===== config.mk =====
export PLATFORM = sky130hd
export DESIGN_NAME = tof_host_control_registers
export DESIGN_NICKNAME = d
export VERILOG_FILES = /design/src/design/tof_ctrl_pkg.sv /design/src/design/i2c_line_if.sv /design/src/design/tof_host_control_registers.sv /design/src/design/i2c_pin_sync.sv
export SDC_FILE = /design/constraint.sdc
export NUM_CORES = 1
export LEC_CHECK = 0
export ABC_CLOCK_PERIOD_IN_PS = 2700
export BUFFER_PORTS_ARGS = -buffer_cell sky130_fd_sc_hd__buf_4
export CORE_MARGIN = 1.5
export CORE_UTILIZATION = 49
export DETAILED_ROUTE_END_ITERATION = 8
export HOLD_SLACK_MARGIN = 0.15
export PLACE_DENSITY = 0.76
export REMOVE_ABC_BUFFERS = 1
export SETUP_SLACK_MARGIN = 0.1
export SLEW_MARGIN = 30
export SYNTH_ARGS = -nofsm -noshare
export SYNTH_HDL_FRONTEND = slang
export SYNTH_HIERARCHICAL = 1
export SYNTH_SLANG_ARGS = --single-unit

===== constraint.sdc =====
create_clock -name i_clk -period 2.7 [get_ports i_clk]
set_input_delay 0 -clock i_clk [delete_from_list [all_inputs] [get_ports i_clk]]
set_output_delay 0 -clock i_clk [all_outputs]
set_load 0.1 [all_outputs]

===== src/design/tof_ctrl_pkg.sv =====
// Package: addresses, fields, reset values and I2C states.
// Assumes one 250 MHz clock and a synchronous active-high reset.
package tof_ctrl_pkg;
    // Register addresses
    localparam logic [7:0] ADDR_APP_RUNNING = 8'h00;
    localparam logic [7:0] ADDR_APP_REV     = 8'h01;
    localparam logic [7:0] ADDR_APP_REQ     = 8'h02;
    localparam logic [7:0] ADDR_ENABLE      = 8'hE0;
    localparam logic [7:0] ADDR_INT_FLAGS   = 8'hE1;

    // Application codes
    localparam logic [7:0] APP_CODE_BOOT = 8'h80;
    localparam logic [7:0] APP_CODE_MEAS = 8'hC0;

    // Field positions
    localparam int BIT_CPU_RESET = 7;
    localparam int BIT_CPU_READY = 6;
    localparam int BIT_OSC_POWER = 0;
    localparam int BIT_HISTO     = 1;
    localparam int BIT_OBJ       = 0;

    // Reset values
    localparam logic [7:0] RST_APP_RUNNING = 8'h00;
    localparam logic [7:0] RST_APP_REV     = 8'h00;
    localparam logic [7:0] RST_APP_REQ     = 8'h00;
    localparam logic       RST_OSC_POWER   = 1'b1;

    // Timing and framing
    localparam logic [2:0] CPU_RST_CYCLES = 3'h4;
    localparam logic [3:0] BITS_PER_BYTE  = 4'h8;
    localparam logic [6:0] DEF_SLAVE_ADDR = 7'h2A;

    // Serial engine states, Gray along the write path
    typedef enum logic [3:0] {
        ST_IDLE      = 4'h0,
        ST_ADDR      = 4'h1,
        ST_ADDR_ACK  = 4'h3,
        ST_PTR       = 4'h2,
        ST_PTR_ACK   = 4'h6,
        ST_WDATA     = 4'h7,
        ST_WDATA_ACK = 4'h5,
        ST_RDATA     = 4'h4,
        ST_RDATA_ACK = 4'hC
    } i2c_state_e;
endpackage


===== src/design/i2c_line_if.sv =====
// Interface: synchronised I2C line events between pin stage and engine.
// Assumes all events are one-cycle pulses on the core clock.
interface i2c_line_if;
    logic scl_rise;
    logic scl_fall;
    logic start;
    logic stop;
    logic sda;
    modport src (output scl_rise, output scl_fall, output start, output stop, output sda);
    modport dst (input scl_rise, input scl_fall, input start, input stop, input sda);
endinterface


===== src/design/tof_host_control_registers.sv =====
// Host control registers of a distance sensor, reached over I2C.
// Assumes firmware-side strobes are on i_clk; I2C pins are asynchronous.
// Function
// - Writing reset bit issues global processor reset.
// - Reset bit clears itself after triggering.
// - Not ready: only upper registers are served.
// - Ready bit set by firmware only.
// - Oscillator bit: one active, zero standby; resets one.
// - Zero-to-one write starts oscillator, power-on interrupt.
// - Firmware chooses reset or idle on power-on.
// - Writing zero raises power-down processor interrupt.
// - Firmware finishes power-down, then enters standby.
// - Histogram flag sets when histogram ready.
// - Object flag sets on detection result.
// - Every result sets flag, even no target.
// - Object flag and enable pull pin low.
// - Histogram flag and enable pull pin low.
// - Writing one clears object flag.
// - Running register reports measurement or bootloader code.
// - Enable bits gate flags onto the pin.
module tof_host_control_registers
    import tof_ctrl_pkg::*;
#(
    parameter logic [6:0] SLAVE_ADDR = DEF_SLAVE_ADDR
) (
    // Clock and reset
    input  wire logic       i_clk,
    input  wire logic       i_rst,
    // I2C pins
    input  wire logic       i_scl,
    input  wire logic       i_sda,
    output logic            o_sda_out,
    output logic            o_sda_oe,
    // Firmware side
    input  wire logic       i_fw_cpu_ready_set,
    input  wire logic       i_fw_app_valid,
    input  wire logic [7:0] i_fw_app_code,
    input  wire logic       i_fw_standby,
    input  wire logic       i_object_result_evt,
    input  wire logic       i_histogram_ready_evt,
    input  wire logic       i_object_result_irq_enable,
    input  wire logic       i_histogram_irq_enable,
    output logic            o_cpu_global_rst,
    output logic            o_osc_run,
    output logic            o_power_on_cpu_irq,
    output logic            o_power_down_cpu_irq,
    output logic [7:0]      o_requested_app_code,
    // Interrupt pin, open drain
    output logic            o_int_out,
    output logic            o_int_oe
);
    typedef struct packed {
        i2c_state_e st;
        logic [3:0] cnt;
        logic [7:0] sh;
        logic [7:0] ptr;
        logic       rnw;
        logic       nack;
        logic       sda_oe;
        logic [2:0] rst_cnt;
        logic       cpu_rst;
        logic       cpu_ready;
        logic       osc_power;
        logic       osc_run;
        logic       pon_irq;
        logic       pdn_irq;
        logic [7:0] app_running;
        logic [7:0] app_rev;
        logic [7:0] app_req;
        logic       obj_flag;
        logic       histo_flag;
        logic       int_oe;
        logic       zero;
    } state_s;

    state_s     s_q;
    state_s     s_d;
    logic       wr_en;
    logic [7:0] wr_addr;
    logic [7:0] wr_data;

    i2c_line_if line ();

    i2c_pin_sync u_pin_sync (
        .i_clk (i_clk),
        .i_rst (i_rst),
        .i_scl (i_scl),
        .i_sda (i_sda),
        .line  (line.src)
    );

    // Host read view of one address
    function automatic logic [7:0] read_reg(input logic [7:0] a, input state_s s);
        logic [7:0] r;
        r = 8'h00;
        if (a == ADDR_ENABLE) begin
            r[BIT_CPU_RESET] = s.cpu_rst;
            r[BIT_CPU_READY] = s.cpu_ready;
            r[BIT_OSC_POWER] = s.osc_power;
        end else if (a == ADDR_INT_FLAGS) begin
            r[BIT_HISTO] = s.histo_flag;
            r[BIT_OBJ]   = s.obj_flag;
        end else if (!s.cpu_ready) begin
            r = 8'h00;
        end else if (a == ADDR_APP_RUNNING) begin
            r = s.app_running;
        end else if (a == ADDR_APP_REV) begin
            r = s.app_rev;
        end else if (a == ADDR_APP_REQ) begin
            r = s.app_req;
        end
        return r;
    endfunction

    always_comb begin
        s_d         = s_q;
        wr_en       = 1'b0;
        wr_addr     = s_q.ptr;
        wr_data     = s_q.sh;
        s_d.pon_irq = 1'b0;
        s_d.pdn_irq = 1'b0;
        s_d.zero    = 1'b0;

        // Serial engine; stop and start abort any transfer
        if (line.stop) begin
            s_d.st     = ST_IDLE;
            s_d.sda_oe = 1'b0;
        end else if (line.start) begin
            s_d.st     = ST_ADDR;
            s_d.cnt    = 4'h0;
            s_d.sda_oe = 1'b0;
        end else if (line.scl_rise) begin
            if (s_q.st == ST_RDATA) begin
                s_d.cnt = s_q.cnt + 4'h1;
            end else if (s_q.st == ST_RDATA_ACK) begin
                s_d.nack = line.sda;
            end else if (s_q.st == ST_ADDR || s_q.st == ST_PTR || s_q.st == ST_WDATA) begin
                s_d.sh  = {s_q.sh[6:0], line.sda};
                s_d.cnt = s_q.cnt + 4'h1;
            end
        end else if (line.scl_fall) begin
            // Data only changes while SCL is low
            case (s_q.st)
                ST_ADDR: begin
                    if (s_q.cnt == BITS_PER_BYTE) begin
                        if (s_q.sh[7:1] == SLAVE_ADDR) begin
                            s_d.st     = ST_ADDR_ACK;
                            s_d.sda_oe = 1'b1;
                            s_d.rnw    = s_q.sh[0];
                        end else begin
                            s_d.st = ST_IDLE;
                        end
                    end
                end
                ST_ADDR_ACK, ST_RDATA_ACK: begin
                    if (s_q.st == ST_RDATA_ACK && s_q.nack) begin
                        s_d.st     = ST_IDLE;
                        s_d.sda_oe = 1'b0;
                    end else if (s_q.rnw) begin
                        s_d.sh     = read_reg(s_q.ptr, s_q);
                        s_d.sda_oe = ~s_d.sh[7];
                        s_d.ptr    = s_q.ptr + 8'h01;
                        s_d.cnt    = 4'h0;
                        s_d.st     = ST_RDATA;
                    end else begin
                        s_d.sda_oe = 1'b0;
                        s_d.cnt    = 4'h0;
                        s_d.st     = ST_PTR;
                    end
                end
                ST_PTR: begin
                    if (s_q.cnt == BITS_PER_BYTE) begin
                        s_d.ptr    = s_q.sh;
                        s_d.sda_oe = 1'b1;
                        s_d.st     = ST_PTR_ACK;
                    end
                end
                ST_PTR_ACK, ST_WDATA_ACK: begin
                    s_d.sda_oe = 1'b0;
                    s_d.cnt    = 4'h0;
                    s_d.st     = ST_WDATA;
                end
                ST_WDATA: begin
                    if (s_q.cnt == BITS_PER_BYTE) begin
                        wr_en      = 1'b1;
                        s_d.ptr    = s_q.ptr + 8'h01;
                        s_d.sda_oe = 1'b1;
                        s_d.st     = ST_WDATA_ACK;
                    end
                end
                ST_RDATA: begin
                    if (s_q.cnt == BITS_PER_BYTE) begin
                        s_d.sda_oe = 1'b0;
                        s_d.st     = ST_RDATA_ACK;
                    end else begin
                        s_d.sh     = {s_q.sh[6:0], 1'b0};
                        s_d.sda_oe = ~s_q.sh[6];
                    end
                end
                default: begin
                    s_d.st = ST_IDLE;
                end
            endcase
        end

        // Firmware side updates
        if (s_q.rst_cnt != 3'h0) begin
            s_d.rst_cnt = s_q.rst_cnt - 3'h1;
        end
        if (i_fw_cpu_ready_set) begin
            s_d.cpu_ready = 1'b1;
        end
        if (i_fw_app_valid) begin
            s_d.app_running = i_fw_app_code;
        end
        if (i_fw_standby && !s_q.osc_power) begin
            s_d.osc_run = 1'b0;
        end

        // Host writes; ADDR_APP_REV and ADDR_APP_REQ take the whole byte, ADDR_ENABLE and ADDR_INT_FLAGS act per bit
        if (wr_en) begin
            if (wr_addr == ADDR_ENABLE) begin
                if (wr_data[BIT_CPU_RESET]) begin
                    s_d.rst_cnt = CPU_RST_CYCLES;
                end
                s_d.osc_power = wr_data[BIT_OSC_POWER];
                if (wr_data[BIT_OSC_POWER] && !s_q.osc_power) begin
                    s_d.osc_run = 1'b1;
                    s_d.pon_irq = 1'b1;
                end else if (!wr_data[BIT_OSC_POWER]) begin
                    s_d.pdn_irq = 1'b1;
                end
            end else if (wr_addr == ADDR_INT_FLAGS) begin
                if (wr_data[BIT_OBJ]) begin
                    s_d.obj_flag = 1'b0;
                end
                if (wr_data[BIT_HISTO]) begin
                    s_d.histo_flag = 1'b0;
                end
            end else if (s_q.cpu_ready && wr_addr == ADDR_APP_REV) begin
                s_d.app_rev = wr_data;
            end else if (s_q.cpu_ready && wr_addr == ADDR_APP_REQ) begin
                s_d.app_req = wr_data;
            end
        end

        // Events after clears, so a same-cycle event is never lost
        if (i_object_result_evt) begin
            s_d.obj_flag = 1'b1;
        end
        if (i_histogram_ready_evt) begin
            s_d.histo_flag = 1'b1;
        end

        // Pin follows the registered flags one cycle later
        s_d.int_oe = (s_q.obj_flag && i_object_result_irq_enable)
                  || (s_q.histo_flag && i_histogram_irq_enable);

        // Global reset clears processor-side state while it lasts
        s_d.cpu_rst = (s_d.rst_cnt != 3'h0);
        if (s_d.cpu_rst) begin
            s_d.cpu_ready   = 1'b0;
            s_d.app_running = RST_APP_RUNNING;
            s_d.app_rev     = RST_APP_REV;
            s_d.app_req     = RST_APP_REQ;
        end
    end

    always_ff @(posedge i_clk) begin
        if (i_rst) begin
            s_q           <= '0;
            s_q.osc_power <= RST_OSC_POWER;
            s_q.osc_run   <= RST_OSC_POWER;
        end else begin
            s_q <= s_d;
        end
    end

    assign o_sda_out            = s_q.zero;
    assign o_sda_oe             = s_q.sda_oe;
    assign o_cpu_global_rst     = s_q.cpu_rst;
    assign o_osc_run            = s_q.osc_run;
    assign o_power_on_cpu_irq   = s_q.pon_irq;
    assign o_power_down_cpu_irq = s_q.pdn_irq;
    assign o_requested_app_code = s_q.app_req;
    assign o_int_out            = s_q.zero;
    assign o_int_oe             = s_q.int_oe;
endmodule // tof_host_control_registers


===== src/design/i2c_pin_sync.sv =====
// Pin stage: two-flop synchronisers on SCL and SDA plus edge events.
// Assumes the pins are asynchronous; the bus idles high.
module i2c_pin_sync (
    input  wire logic i_clk,
    input  wire logic i_rst,
    input  wire logic i_scl,
    input  wire logic i_sda,
    i2c_line_if.src   line
);
    typedef struct packed {
        logic scl_meta;
        logic scl_sync;
        logic scl_prev;
        logic sda_meta;
        logic sda_sync;
        logic sda_prev;
    } sync_s;

    sync_s s_q;
    sync_s s_d;

    always_comb begin
        s_d          = s_q;
        s_d.scl_meta = i_scl;
        s_d.scl_sync = s_q.scl_meta;
        s_d.scl_prev = s_q.scl_sync;
        s_d.sda_meta = i_sda;
        s_d.sda_sync = s_q.sda_meta;
        s_d.sda_prev = s_q.sda_sync;
    end

    always_ff @(posedge i_clk) begin
        if (i_rst) begin
            s_q <= '1;
        end else begin
            s_q <= s_d;
        end
    end

    // Only the second and third flops feed the edge logic
    assign line.scl_rise = s_q.scl_sync & ~s_q.scl_prev;
    assign line.scl_fall = ~s_q.scl_sync & s_q.scl_prev;
    assign line.start    = s_q.scl_sync & s_q.scl_prev & s_q.sda_prev & ~s_q.sda_sync;
    assign line.stop     = s_q.scl_sync & s_q.scl_prev & ~s_q.sda_prev & s_q.sda_sync;
    assign line.sda      = s_q.sda_sync;
endmodule // i2c_pin_sync


==> impl_results.md, run 1 <==
- CTS buffer count: 9
- IO buf count: 32
- Grt total ovfl: 0
- Routed vias/inst: 5.98
- CTS sink cnt: 69
- Initial antenna violation count: 0
- Final Hold Viols: 0
- Multiplexer share of the synthesized area: 0.0723
- RD Place Congestion: 0.904
- H-Tree Depth: 3
- Mean routed wirelength per cell: 16.7 um
- Initial Utilization: 0.504
- Main combinational cell family by area after synthesis: simple AND/OR/NAND/NOR gates
- Post-CTS Setup Inserts: 0
- RR Startpoint: u_pin_sync/line.sda$_SDFF_PP1_
- Placed Cells: 588
- Synthesized area: 3870 sq um
- Drt total wl: 10.6 mm
- First-pass GRT wire length: 17.4 mm
- Power Total: 2.50 mW
- Post-route cell area: 4760 sq um
- Dpl cell area: 4260 sq um
- Largest net degree at the start of global routing: 34
- Max Cap Violations: 0
- Relative slew slack: 0.471
- YS warnings: 6
- Worst EP arrival: 2680 ps
- Xor/xnor cell area share of the yosys netlist: 0.00904
- R2r endpoint: wr_addr[0]$_SDFFE_PP0P_
- Seq/Total Area, Yosys: 0.356
- Most frequent cells in the layout: dfxtp_1, buf_4, nor2_1
- Fin crit period: 2400 ps
- Clock Pin Slew Worst Setup and Hold Paths: 90 ps
- Multi-input gate area: 2220 sq um
- Worst clock skew: 15.5 ps
- Vias in the first global route: 3655
- Die height: 91.9 um
- Worst reg-to-reg setup slack: 300 ps
- Worst Hold Launch: i_histogram_ready_evt
- DR vias: 3785
- Final std cells w/o fill: 633
- Synth unique cells: 70
- Fin. max-slew vios: 0
- Power share of the combinational group: 0.204
- Area growth syn-to-layout: 22.8%
- Setup crit start kind: register
- Most common cell after layout, fill and taps aside: dfxtp_1
- Root Buffer Master: clkbuf_8
- FFs w/ async S/R, synth: 0
- Period utilization: 0.887
- CP endpoint kind: register
- Crit Path Class: reg2reg
- Worst vdd ir: 0.366 mV
- Hold WC Path Type: in2reg
- Hold Path Depth: 4
- Share of cells above drive strength 1: 0.179
- Post-synth EDFFs: 0
- Pre-antenna DRT Iters: 5
- DRT iter0 DRCs: 325
- F_max: 0.417 GHz
- Post-Syn Instances: 465
- Core area: 7690 sq um
- Flop pwr share: 0.442
- Switching part of the total power: 0.312
- Number of synthesized register bits: 69
- RSZ-0062 raised after global routing: no
- Compound-cell area share of the yosys netlist: 0.204
- Crit-path max FO: 17
- Dpl hpwl: 7.15 mm
- DRC viols: 0
- Status: finished clean
- Fillers: 689
- Ports: 35
- Clk buf depth: 2
- Floorplan row count: 32
- Clock share of power: 0.354
- PD cells: 526 nW/um^2
- CTS tree: built
- Syn avg cell area: 8.33 sq um
- Aggregate global-route resource usage: 0.261
- Sw Pwr: 0.781 mW
- Worst skew pair latency: 360 ps
- Worst hold margin: 392 ps
- Worst hold endpoint: s_q[2]$_SDFFE_PP0P_
- Nets: 554
- Synth Area in Simple Gates: 0.253
- Worst slew pin tran: 791 ps
- Final setup fails: 0
- Pint: 1.72 mW
- Full die area: 8450 sq um
- Die X: 91.9 um
- Leak: 1.75 nW
- Final ANT Viol Nets: 0
- Ys flop type: dfxtp_1
- WP data required: 2980 ps
- FF+latch area: 1380 sq um
- ANT cells: 0
- R2r worst-path depth: 5
- Fraction of the mapped netlist area in adder cells: 0.0291
- Core Util, Final: 0.619
-- kinds of logic (layout without fill, tap and decap cells) --
family | count (synthesis) | after routing
simple gates | 177 | 177
fa+ha+maj | 9 | 9
mux | 28 | 28
other cells | 1 | 2
flops | 69 | 69
buf+inv | 59 | 124
compound gates | 118 | 118
xor+xnor | 4 | 4
-- worst max-delay path: stages (launching register included) --
cell      delay [ps]
dfxtp_1          400
and4b_1          310
or4b_4           560
a2111o_2         500
or3_1            390
a31oi_1          150
-- power groups by stage --
stage,clock network [mW],logic [mW],registers (mW)
6_report,0.887,0.511,1.11
5_1_grt,0.937,0.559,1.11
4_1_cts,0.892,0.505,1.10
3_5_place_dp,0,0.460,1.13
3_3_place_gp,0,0.443,1.13
2_1_floorplan,0,0.249,1.17
-- worst max path at each step --
stage | start | endpoint | cells after the start
after floorplan | wr_addr[1]$_SDFFE_PP0P_ | s_q[12]$_SDFFE_PP0P_ | 6
after global placement | wr_addr[5]$_SDFFE_PP0P_ | s_q[14]$_SDFFE_PP0P_ | 6
after detailed placement | u_pin_sync/line.sda$_SDFF_PP1_ | wr_addr[0]$_SDFFE_PP0P_ | 5
after CTS | u_pin_sync/line.sda$_SDFF_PP1_ | wr_addr[0]$_SDFFE_PP0P_ | 5
after global routing | u_pin_sync/line.sda$_SDFF_PP1_ | o_requested_app_code[2]$_SDFFE_PP0P_ | 8
final | u_pin_sync/line.sda$_SDFF_PP1_ | wr_addr[0]$_SDFFE_PP0P_ | 5
-- synth_stat cells, types with 9 or more instances --
master    count  area (sq um)
nand2_1      31           116
nand3_1      12          60.1
a21oi_1      36           180
dfxtp_1      69          1380
nor2_1       52           195
inv_1        20          75.1
ha_1          9           113
buf_4        12          90.1
mux2i_1      28           280
nor3_1        9          45.0
clkbuf_1     15          56.3
o21ai_0      22           110
nor3b_1       9          67.6
-- flip-flops by register name (all words and copies together), names as in the netlist, 2 cells and up --
register and count:
o_requested_app_code 8, s_q 33, u_pin_sync/s_d 3, u_pin_sync/s_q 2
wr_addr 8, wr_data 8
-- layer usage --
metal / vias to the layer above / track usage / part of all wire
met1: 1793 / 0.337 / 0.43
met4: 0 / 0.131 / 0.029
li1: 1801 / - / -
met3: 35 / 0.0340 / 0.058
met2: 156 / 0.425 / 0.48
met5: - / 0 / 0
-- cell type report --
| cell class | instances | share of cell area |
|---|---|---|
| multi-input cells | 338 | 0.467 |
| repair buffers | 88 | 0.157 |
| well taps | 102 | 0.0268 |
| inverters | 20 | 0.0158 |
| clock inverters | 7 | 0.0171 |
| flip-flops and latches | 69 | 0.290 |
| clock buffers | 9 | 0.0260 |
-- metrics by stage --
stage               TNS, ps  setup WS (ps)
floorplan             -2970           -371
finish                    0            305
global route              0            182
detailed placement        0            225
CTS                       0            187
global placement          0            223
-- repair_timing --
| action | CTS | global route |
|---|---|---|
| resized for setup | 0 | 1 |
| endpoints found under the hold margin | 35 | 0 |
| setup endpoints to repair | 0 | 1 |
| hold buffers | 29 | 0 |
Power figures use the tool's default switching activity.
==> run 2: changes to the inputs <==
BUFFER_PORTS_ARGS = not set   (was -buffer_cell sky130_fd_sc_hd__buf_4)
DONT_BUFFER_PORTS = 1   (was not set)
PLACE_DENSITY = 0.72   (was 0.76)
==> run 2 against run 1 <==
Net effect: clock power rose by 10%; total power up 2.5%; combinational power down 8.0%; worst setup slack lost 66 ps; wire length grew 0.53%; critical path type unchanged; largest power group unchanged.
==> impl_results.md, run 2 (synthesis gave the netlist of run 1 again) <==
- Initial Utilization: 0.504 (unchanged)
- Crit-path max FO: 7 (was 17)
- Clk buf depth: 2 (unchanged)
- Final setup fails: 0 (unchanged)
- ANT cells: 0 (unchanged)
- Vias in the first global route: 3477 (was 3655)
- Most frequent cells in the layout: dfxtp_1, nor2_1, a21oi_1 (was dfxtp_1, buf_4, nor2_1)
- Worst vdd ir: 0.394 mV (was 0.366 mV)
- Most common cell after layout, fill and taps aside: dfxtp_1 (unchanged)
- Initial antenna violation count: 0 (unchanged)
- Worst clock skew: 7.81 ps (was 15.5 ps)
- Period utilization: 0.911 (was 0.887)
- Area growth syn-to-layout: 17.4% (was 22.8%)
- R2r worst-path depth: 5 (unchanged)
- Die X: 91.9 um (unchanged)
- CTS tree: built (unchanged)
- M3 GR Usage: 0.0464 (was 0.0340)
- Post-CTS Setup Inserts: 0 (unchanged)
- Dpl hpwl: 7.05 mm (was 7.15 mm)
- Core area: 7690 sq um (unchanged)
- Power Total: 2.56 mW (was 2.50 mW)
- Drt total wl: 10.6 mm (about the same)
- DR vias: 3626 (was 3785)
- Worst skew pair latency: 360 ps (about the same)
- Post-route cell area: 4550 sq um (was 4760 sq um)
- H-Tree Depth: 3 (unchanged)
- Fin crit period: 2460 ps (was 2400 ps)
- Largest net degree at the start of global routing: 34 (unchanged)
- Relative slew slack: 0.375 (was 0.471)
- PD cells: 564 nW/um^2 (was 526 nW/um^2)
- First-pass GRT wire length: 17.1 mm (was 17.4 mm)
- Dpl cell area: 4050 sq um (was 4260 sq um)
- RD Place Congestion: 0.993 (was 0.904)
- Setup_tns: 0 ps (unchanged)
- Pre-antenna DRT Iters: 5 (unchanged)
- Fin. max-slew vios: 0 (unchanged)
- Crit Path Class: reg2reg (unchanged)
- DRT iter0 DRCs: 271 (was 325)
- Nets: 524 (was 554)
- Leak: 1.62 nW (was 1.75 nW)
- Routed vias/inst: 6.01 (was 5.98)
- Gr busiest metal: met2 (unchanged)
- Clock Pin Slew Worst Setup and Hold Paths: 80 ps (was 90 ps)
- Met1 usage: 0.319 (was 0.337)
- Share of cells above drive strength 1: 0.136 (was 0.179)
- RSZ-0062 raised after global routing: no (unchanged)
- Die height: 91.9 um (unchanged)
- Core Util, Final: 0.592 (was 0.619)
- CTS buffer count: 9 (unchanged)
- Hold WC Path Type: in2reg (unchanged)
- Worst slew pin tran: 937 ps (was 791 ps)
- Max FFs per register: 33 (unchanged)
- Root Buffer Master: clkbuf_8 (unchanged)
- Global Route met2 Usage: 0.427 (was 0.425)
- Full die area: 8450 sq um (unchanged)
- Setup WS pre-CTS: 320 ps (was 225 ps)
- Max Cap Violations: 0 (unchanged)
- Aggregate global-route resource usage: 0.259 (was 0.261)
- Setup crit start kind: register (unchanged)
- Final Hold Viols: 0 (unchanged)
- CTS sink cnt: 69 (unchanged)
- IO buf count: 0 (was 32)
- Worst EP arrival: 2750 ps (was 2680 ps)
- Ports: 35 (unchanged)
- Status: finished clean (unchanged)
- Most flops, register: s_q (unchanged)
- Grt total ovfl: 0 (unchanged)
- CP endpoint kind: register (unchanged)
- WP data required: 2990 ps (was 2980 ps)
- Mean routed wirelength per cell: 17.6 um (was 16.7 um)
- Fin worst setup slack: 239 ps (was 305 ps)
- Hold Path Depth: 2 (was 4)
- Floorplan row count: 32 (unchanged)
- Final ANT Viol Nets: 0 (unchanged)
- F_max: 0.406 GHz (was 0.417 GHz)
- DRC viols: 0 (unchanged)
## run 2: changes by cell type in the layout (fill, tap and decap cells not counted), sizes merged
cell         change
clkinv           +1
dlygate4sd3      -4
clkinvlp         -2
buf             -26
bufinv           +1
## run 2: cell type report
cell class / instances / area (sq um)
sequential: 69 / 1380
clock inverter: 7 / 105
timing repair buffer: 58 / 523
inverter: 20 / 75.1
fill: 687 / 3140
clock buffer: 9 / 124
tap: 102 / 128
multi-input combinational: 338 / 2210
## run 2: stage by stage
stage / hold slack [ps] / instances
5_1_grt: 273 / 603
3_5_place_dp: 78.9 / 561
6_report: 280 / 603
3_3_place_gp: 75.9 / 561
4_1_cts: 265 / 603
2_1_floorplan: 69.1 / 427
## run 2: what timing repair did
item | 4_1_cts | 5_1_grt
resized for setup | 0 | 0
endpoints found under the hold margin | 52 | 0
hold buffers | 26 | 0
## run 2: worst max-delay path, cell delays in order, from the launching register on
cell	delay (ps)
dfxtp_1	380
nor4_1	640
nor4b_2	750
o21ai_0	250
a2bb2oi_1	200
o2bb2ai_1	160
## run 2: power by group
part | switching (mW) | internal, mW
combinational | 0.273 | 0.197
sequential | 0.0501 | 1.07
clock | 0.443 | 0.534
total | 0.766 | 1.80
## run 2: final timing paths
kind / start / end / slack [ps]
setup / recovery: wr_addr[4]$_SDFFE_PP0P_ / wr_data[2]$_SDFFE_PP0P_ / 240
hold / removal: i_scl / u_pin_sync/s_d[4]$_SDFF_PP1_ / 280
setup reg to reg: wr_addr[4]$_SDFFE_PP0P_ / wr_data[2]$_SDFFE_PP0P_ / 240
hold reg to reg: u_pin_sync/s_d[1]$_SDFF_PP1_ / u_pin_sync/line.sda$_SDFF_PP1_ / 410
## run 2: metal layers
layer / vias to the layer above / wire, um
li1: 1744 / -
met1: 1702 / 4600
met2: 153 / 5110
met3: 27 / 581
met4: 0 / 316
met5: - / 0
==> run 3: changes to the inputs <==
SYNTH_HIERARCHICAL = not set   (was 1)
==> run 3 against run 2 <==
Net effect: non-clock buffer count is 12 lower; critical path depth is 2 higher; hold slack better by 0.83 ps; largest power group unchanged; flip-flop and latch count stayed put; register-to-register slack worse by 60 ps; total power is 7.0% lower; wire length is 4.8% lower; worst setup slack worse by 57 ps; global-route usage is 1.3 points lower; clock skew is 6.8 ps higher; synthesized cell count is 5.6% higher.
==> impl_results.md, run 3 <==
- Dpl hpwl: 6.91 mm (was 7.05 mm)
- FFs w/ async S/R, synth: 0 (unchanged)
- Final setup fails: 0 (unchanged)
- Syn avg cell area: 8.16 sq um (was 8.33 sq um)
- First-pass GRT wire length: 16.8 mm (was 17.1 mm)
- Leak: 1.66 nW (was 1.62 nW)
- H-Tree Depth: 3 (unchanged)
- Seq/Total Area, Yosys: 0.345 (was 0.356)
- R2r worst-path depth: 7 (was 5)
- Fin. max-slew vios: 0 (unchanged)
- YS warnings: 0 (was 6)
- Synth top area cells: dfxtp_1, mux2i_1, nand2_1 (was dfxtp_1, mux2i_1, nor2_1)
- Ys flop type: dfxtp_1 (unchanged)
- Max FFs per register: 33 (unchanged)
- RSZ-0062 raised after global routing: yes (was no)
- Most frequent cells in the layout: dfxtp_1, nand2_1, nor2_1 (was dfxtp_1, nor2_1, a21oi_1)
- Setup crit end: wr_addr[0]$_SDFFE_PP0P_ (was wr_data[2]$_SDFFE_PP0P_)
- Worst slew pin tran: 956 ps (was 937 ps)
- Worst skew pair latency: 360 ps (about the same)
- Post-route cell area: 4530 sq um (was 4550 sq um)
- Ports: 35 (unchanged)
- RD Place Congestion: 0.933 (was 0.993)
- Crit-path max FO: 14 (was 7)
- Initial Utilization: 0.513 (was 0.504)
- Die height: 93.4 um (was 91.9 um)
- Most common cell after layout, fill and taps aside: dfxtp_1 (unchanged)
- Final Hold Viols: 0 (unchanged)
- Period utilization: 0.933 (was 0.911)
- Floorplan row count: 32 (unchanged)
- Post-synth top area share: 0.345 (was 0.356)
- Most flops, register: s_q (unchanged)
- Relative slew slack: 0.362 (was 0.375)
- DRC viols: 0 (unchanged)
- Number of synthesized register bits: 69 (unchanged)
- Worst clock skew: 14.6 ps (was 7.81 ps)
- Status: finished clean (unchanged)
- Worst reg-to-reg setup slack: 180 ps (was 240 ps)
- Dpl cell area: 4050 sq um (unchanged)
- CTS sink cnt: 69 (unchanged)
- CTS tree: built (unchanged)
- CTS buffer count: 9 (unchanged)
- Post-synth EDFFs: 0 (unchanged)
- Routed vias/inst: 5.88 (was 6.01)
- Full die area: 8730 sq um (was 8450 sq um)
- Commonest cells post-synth: dfxtp_1, nand2_1, nor2_1 (was dfxtp_1, nor2_1, a21oi_1)
- Aggregate global-route resource usage: 0.246 (was 0.259)
- IO buf count: 0 (unchanged)
- Clk buf depth: 2 (unchanged)
- DR vias: 3627 (was 3626)
- Initial antenna violation count: 0 (unchanged)
- Mean routed wirelength per cell: 16.4 um (was 17.6 um)
- Final ANT Viol Nets: 0 (unchanged)
- F_max: 0.397 GHz (was 0.406 GHz)
- Core Util, Final: 0.580 (was 0.592)
- Nets: 542 (was 524)
- RR Startpoint: s_q[60]$_SDFFE_PP0P_ (was wr_addr[4]$_SDFFE_PP0P_)
- Critical Path Source: s_q[60]$_SDFFE_PP0P_ (was wr_addr[4]$_SDFFE_PP0P_)
- Die X: 93.4 um (was 91.9 um)
- WP data required: 3000 ps (was 2990 ps)
- Fin crit period: 2520 ps (was 2460 ps)
- Root Buffer Master: clkbuf_8 (unchanged)
- PD cells: 527 nW/um^2 (was 564 nW/um^2)
- Pre-antenna DRT Iters: 5 (unchanged)
- Share of cells above drive strength 1: 0.115 (was 0.136)
- Post-Syn Instances: 491 (was 465)
- Max Cap Violations: 0 (unchanged)
- Synthesized area: 4010 sq um (was 3870 sq um)
- Worst vdd ir: 0.263 mV (was 0.394 mV)
- Core area: 7810 sq um (was 7690 sq um)
- CP endpoint kind: register (unchanged)
- Vias in the first global route: 3546 (was 3477)
- Setup crit start kind: register (unchanged)
- Area growth syn-to-layout: 13.0% (was 17.4%)
- Worst EP arrival: 2820 ps (was 2750 ps)
- DRT iter0 DRCs: 317 (was 271)
- ANT cells: 0 (unchanged)
- Crit Path Class: reg2reg (unchanged)
- Post-CTS Setup Inserts: 0 (unchanged)
- R2r endpoint: wr_addr[0]$_SDFFE_PP0P_ (was wr_data[2]$_SDFFE_PP0P_)
- Drt total wl: 10.1 mm (was 10.6 mm)
- Most frequent cell after synthesis: dfxtp_1 (unchanged)
- Hold WC Path Type: in2reg (unchanged)
- Largest net degree at the start of global routing: 41 (was 34)
- Synth unique cells: 68 (was 70)
- Clock Pin Slew Worst Setup and Hold Paths: 90 ps (was 80 ps)
- Grt total ovfl: 0 (unchanged)
- Yosys top cell by area: dfxtp_1 (unchanged)
run 3: what timing repair did:
action                                  CTS  global route
resized for setup                         0             2
hold buffers                             27             0
endpoints found under the setup margin    0            26
hold endpoints to repair                 53             0
run 3: stage by stage:
step | setup slack (ps) | total power, mW | hold WS, ps | TNS [ps] | cells
2_1_floorplan | -192 | 1.47 | 69.1 | -1440 | 453
3_3_place_gp | 384 | 1.55 | 77.6 | 0 | 574
3_5_place_dp | 271 | 1.57 | 77.0 | 0 | 574
4_1_cts | 186 | 2.38 | 264 | 0 | 617
5_1_grt | 7.34 | 2.50 | 277 | 0 | 617
6_report | 182 | 2.38 | 281 | 0 | 617
run 3: worst max-delay path: stages, from the launching register on:
cell           delay, ps
dfxtp_1              640
nand3b_1             260
a21oi_1              310
a221oi_4             120
nor2_4               270
nand3_1              130
a31oi_1              160
dlygate4sd3_1        560
run 3: final cells by class:
| class | instances | area, sq um |
|---|---|---|
| Inverter | 17 | 63.8 |
| Fill cell | 707 | 3280 |
| Sequential cell | 69 | 1380 |
| Clock buffer | 9 | 124 |
| Timing Repair Buffer | 46 | 423 |
| Multi-Input combinational cell | 367 | 2350 |
| Tap cell | 102 | 128 |
| Clock inverter | 7 | 51.3 |
run 3: kinds of logic (layout without fill, tap and decap cells):
family | Yosys count | count (layout) | share of synthesized area
AO/OA/AOI/OAI | 116 | 116 | 0.187
XOR/XNOR | 3 | 3 | 0.0103
adder cells (fa/ha/maj) | 13 | 13 | 0.0406
buffers and inverters | 56 | 79 | 0.0746
flip-flops | 69 | 69 | 0.345
multiplexers | 25 | 25 | 0.0625
other | 1 | 2 | 0.000936
AND/OR/NAND/NOR | 208 | 208 | 0.279
run 3: worst min path at each step:
stage                     startpoint                      endpoint  slack, ps  cells after the start
after floorplan                i_rst   o_cpu_global_rst$_SDFF_PP0_         70                      1
after global placement         i_rst       wr_addr[2]$_SDFFE_PP0P_         80                      1
after detailed placement       i_rst       wr_addr[2]$_SDFFE_PP0P_         80                      1
after CTS                      i_scl  u_pin_sync.s_d[4]$_SDFF_PP1_        260                      2
after global routing           i_sda  u_pin_sync.s_d[1]$_SDFF_PP1_        280                      2
final                          i_scl  u_pin_sync.s_d[4]$_SDFF_PP1_        280                      2
run 3: power by group:
group          leakage, nW  switching [mW]  internal (mW)  total (mW)
registers            0.560          0.0609           1.07        1.13
clock network       0.0856           0.426          0.335       0.761
logic                 1.02           0.306          0.182       0.489
run 3: per-layer routing:
layer	GRT usage	share of wire
met1	0.304	0.45
met2	0.420	0.48
met4	0.0871	0.018
met3	0.0512	0.050
met5	0	0
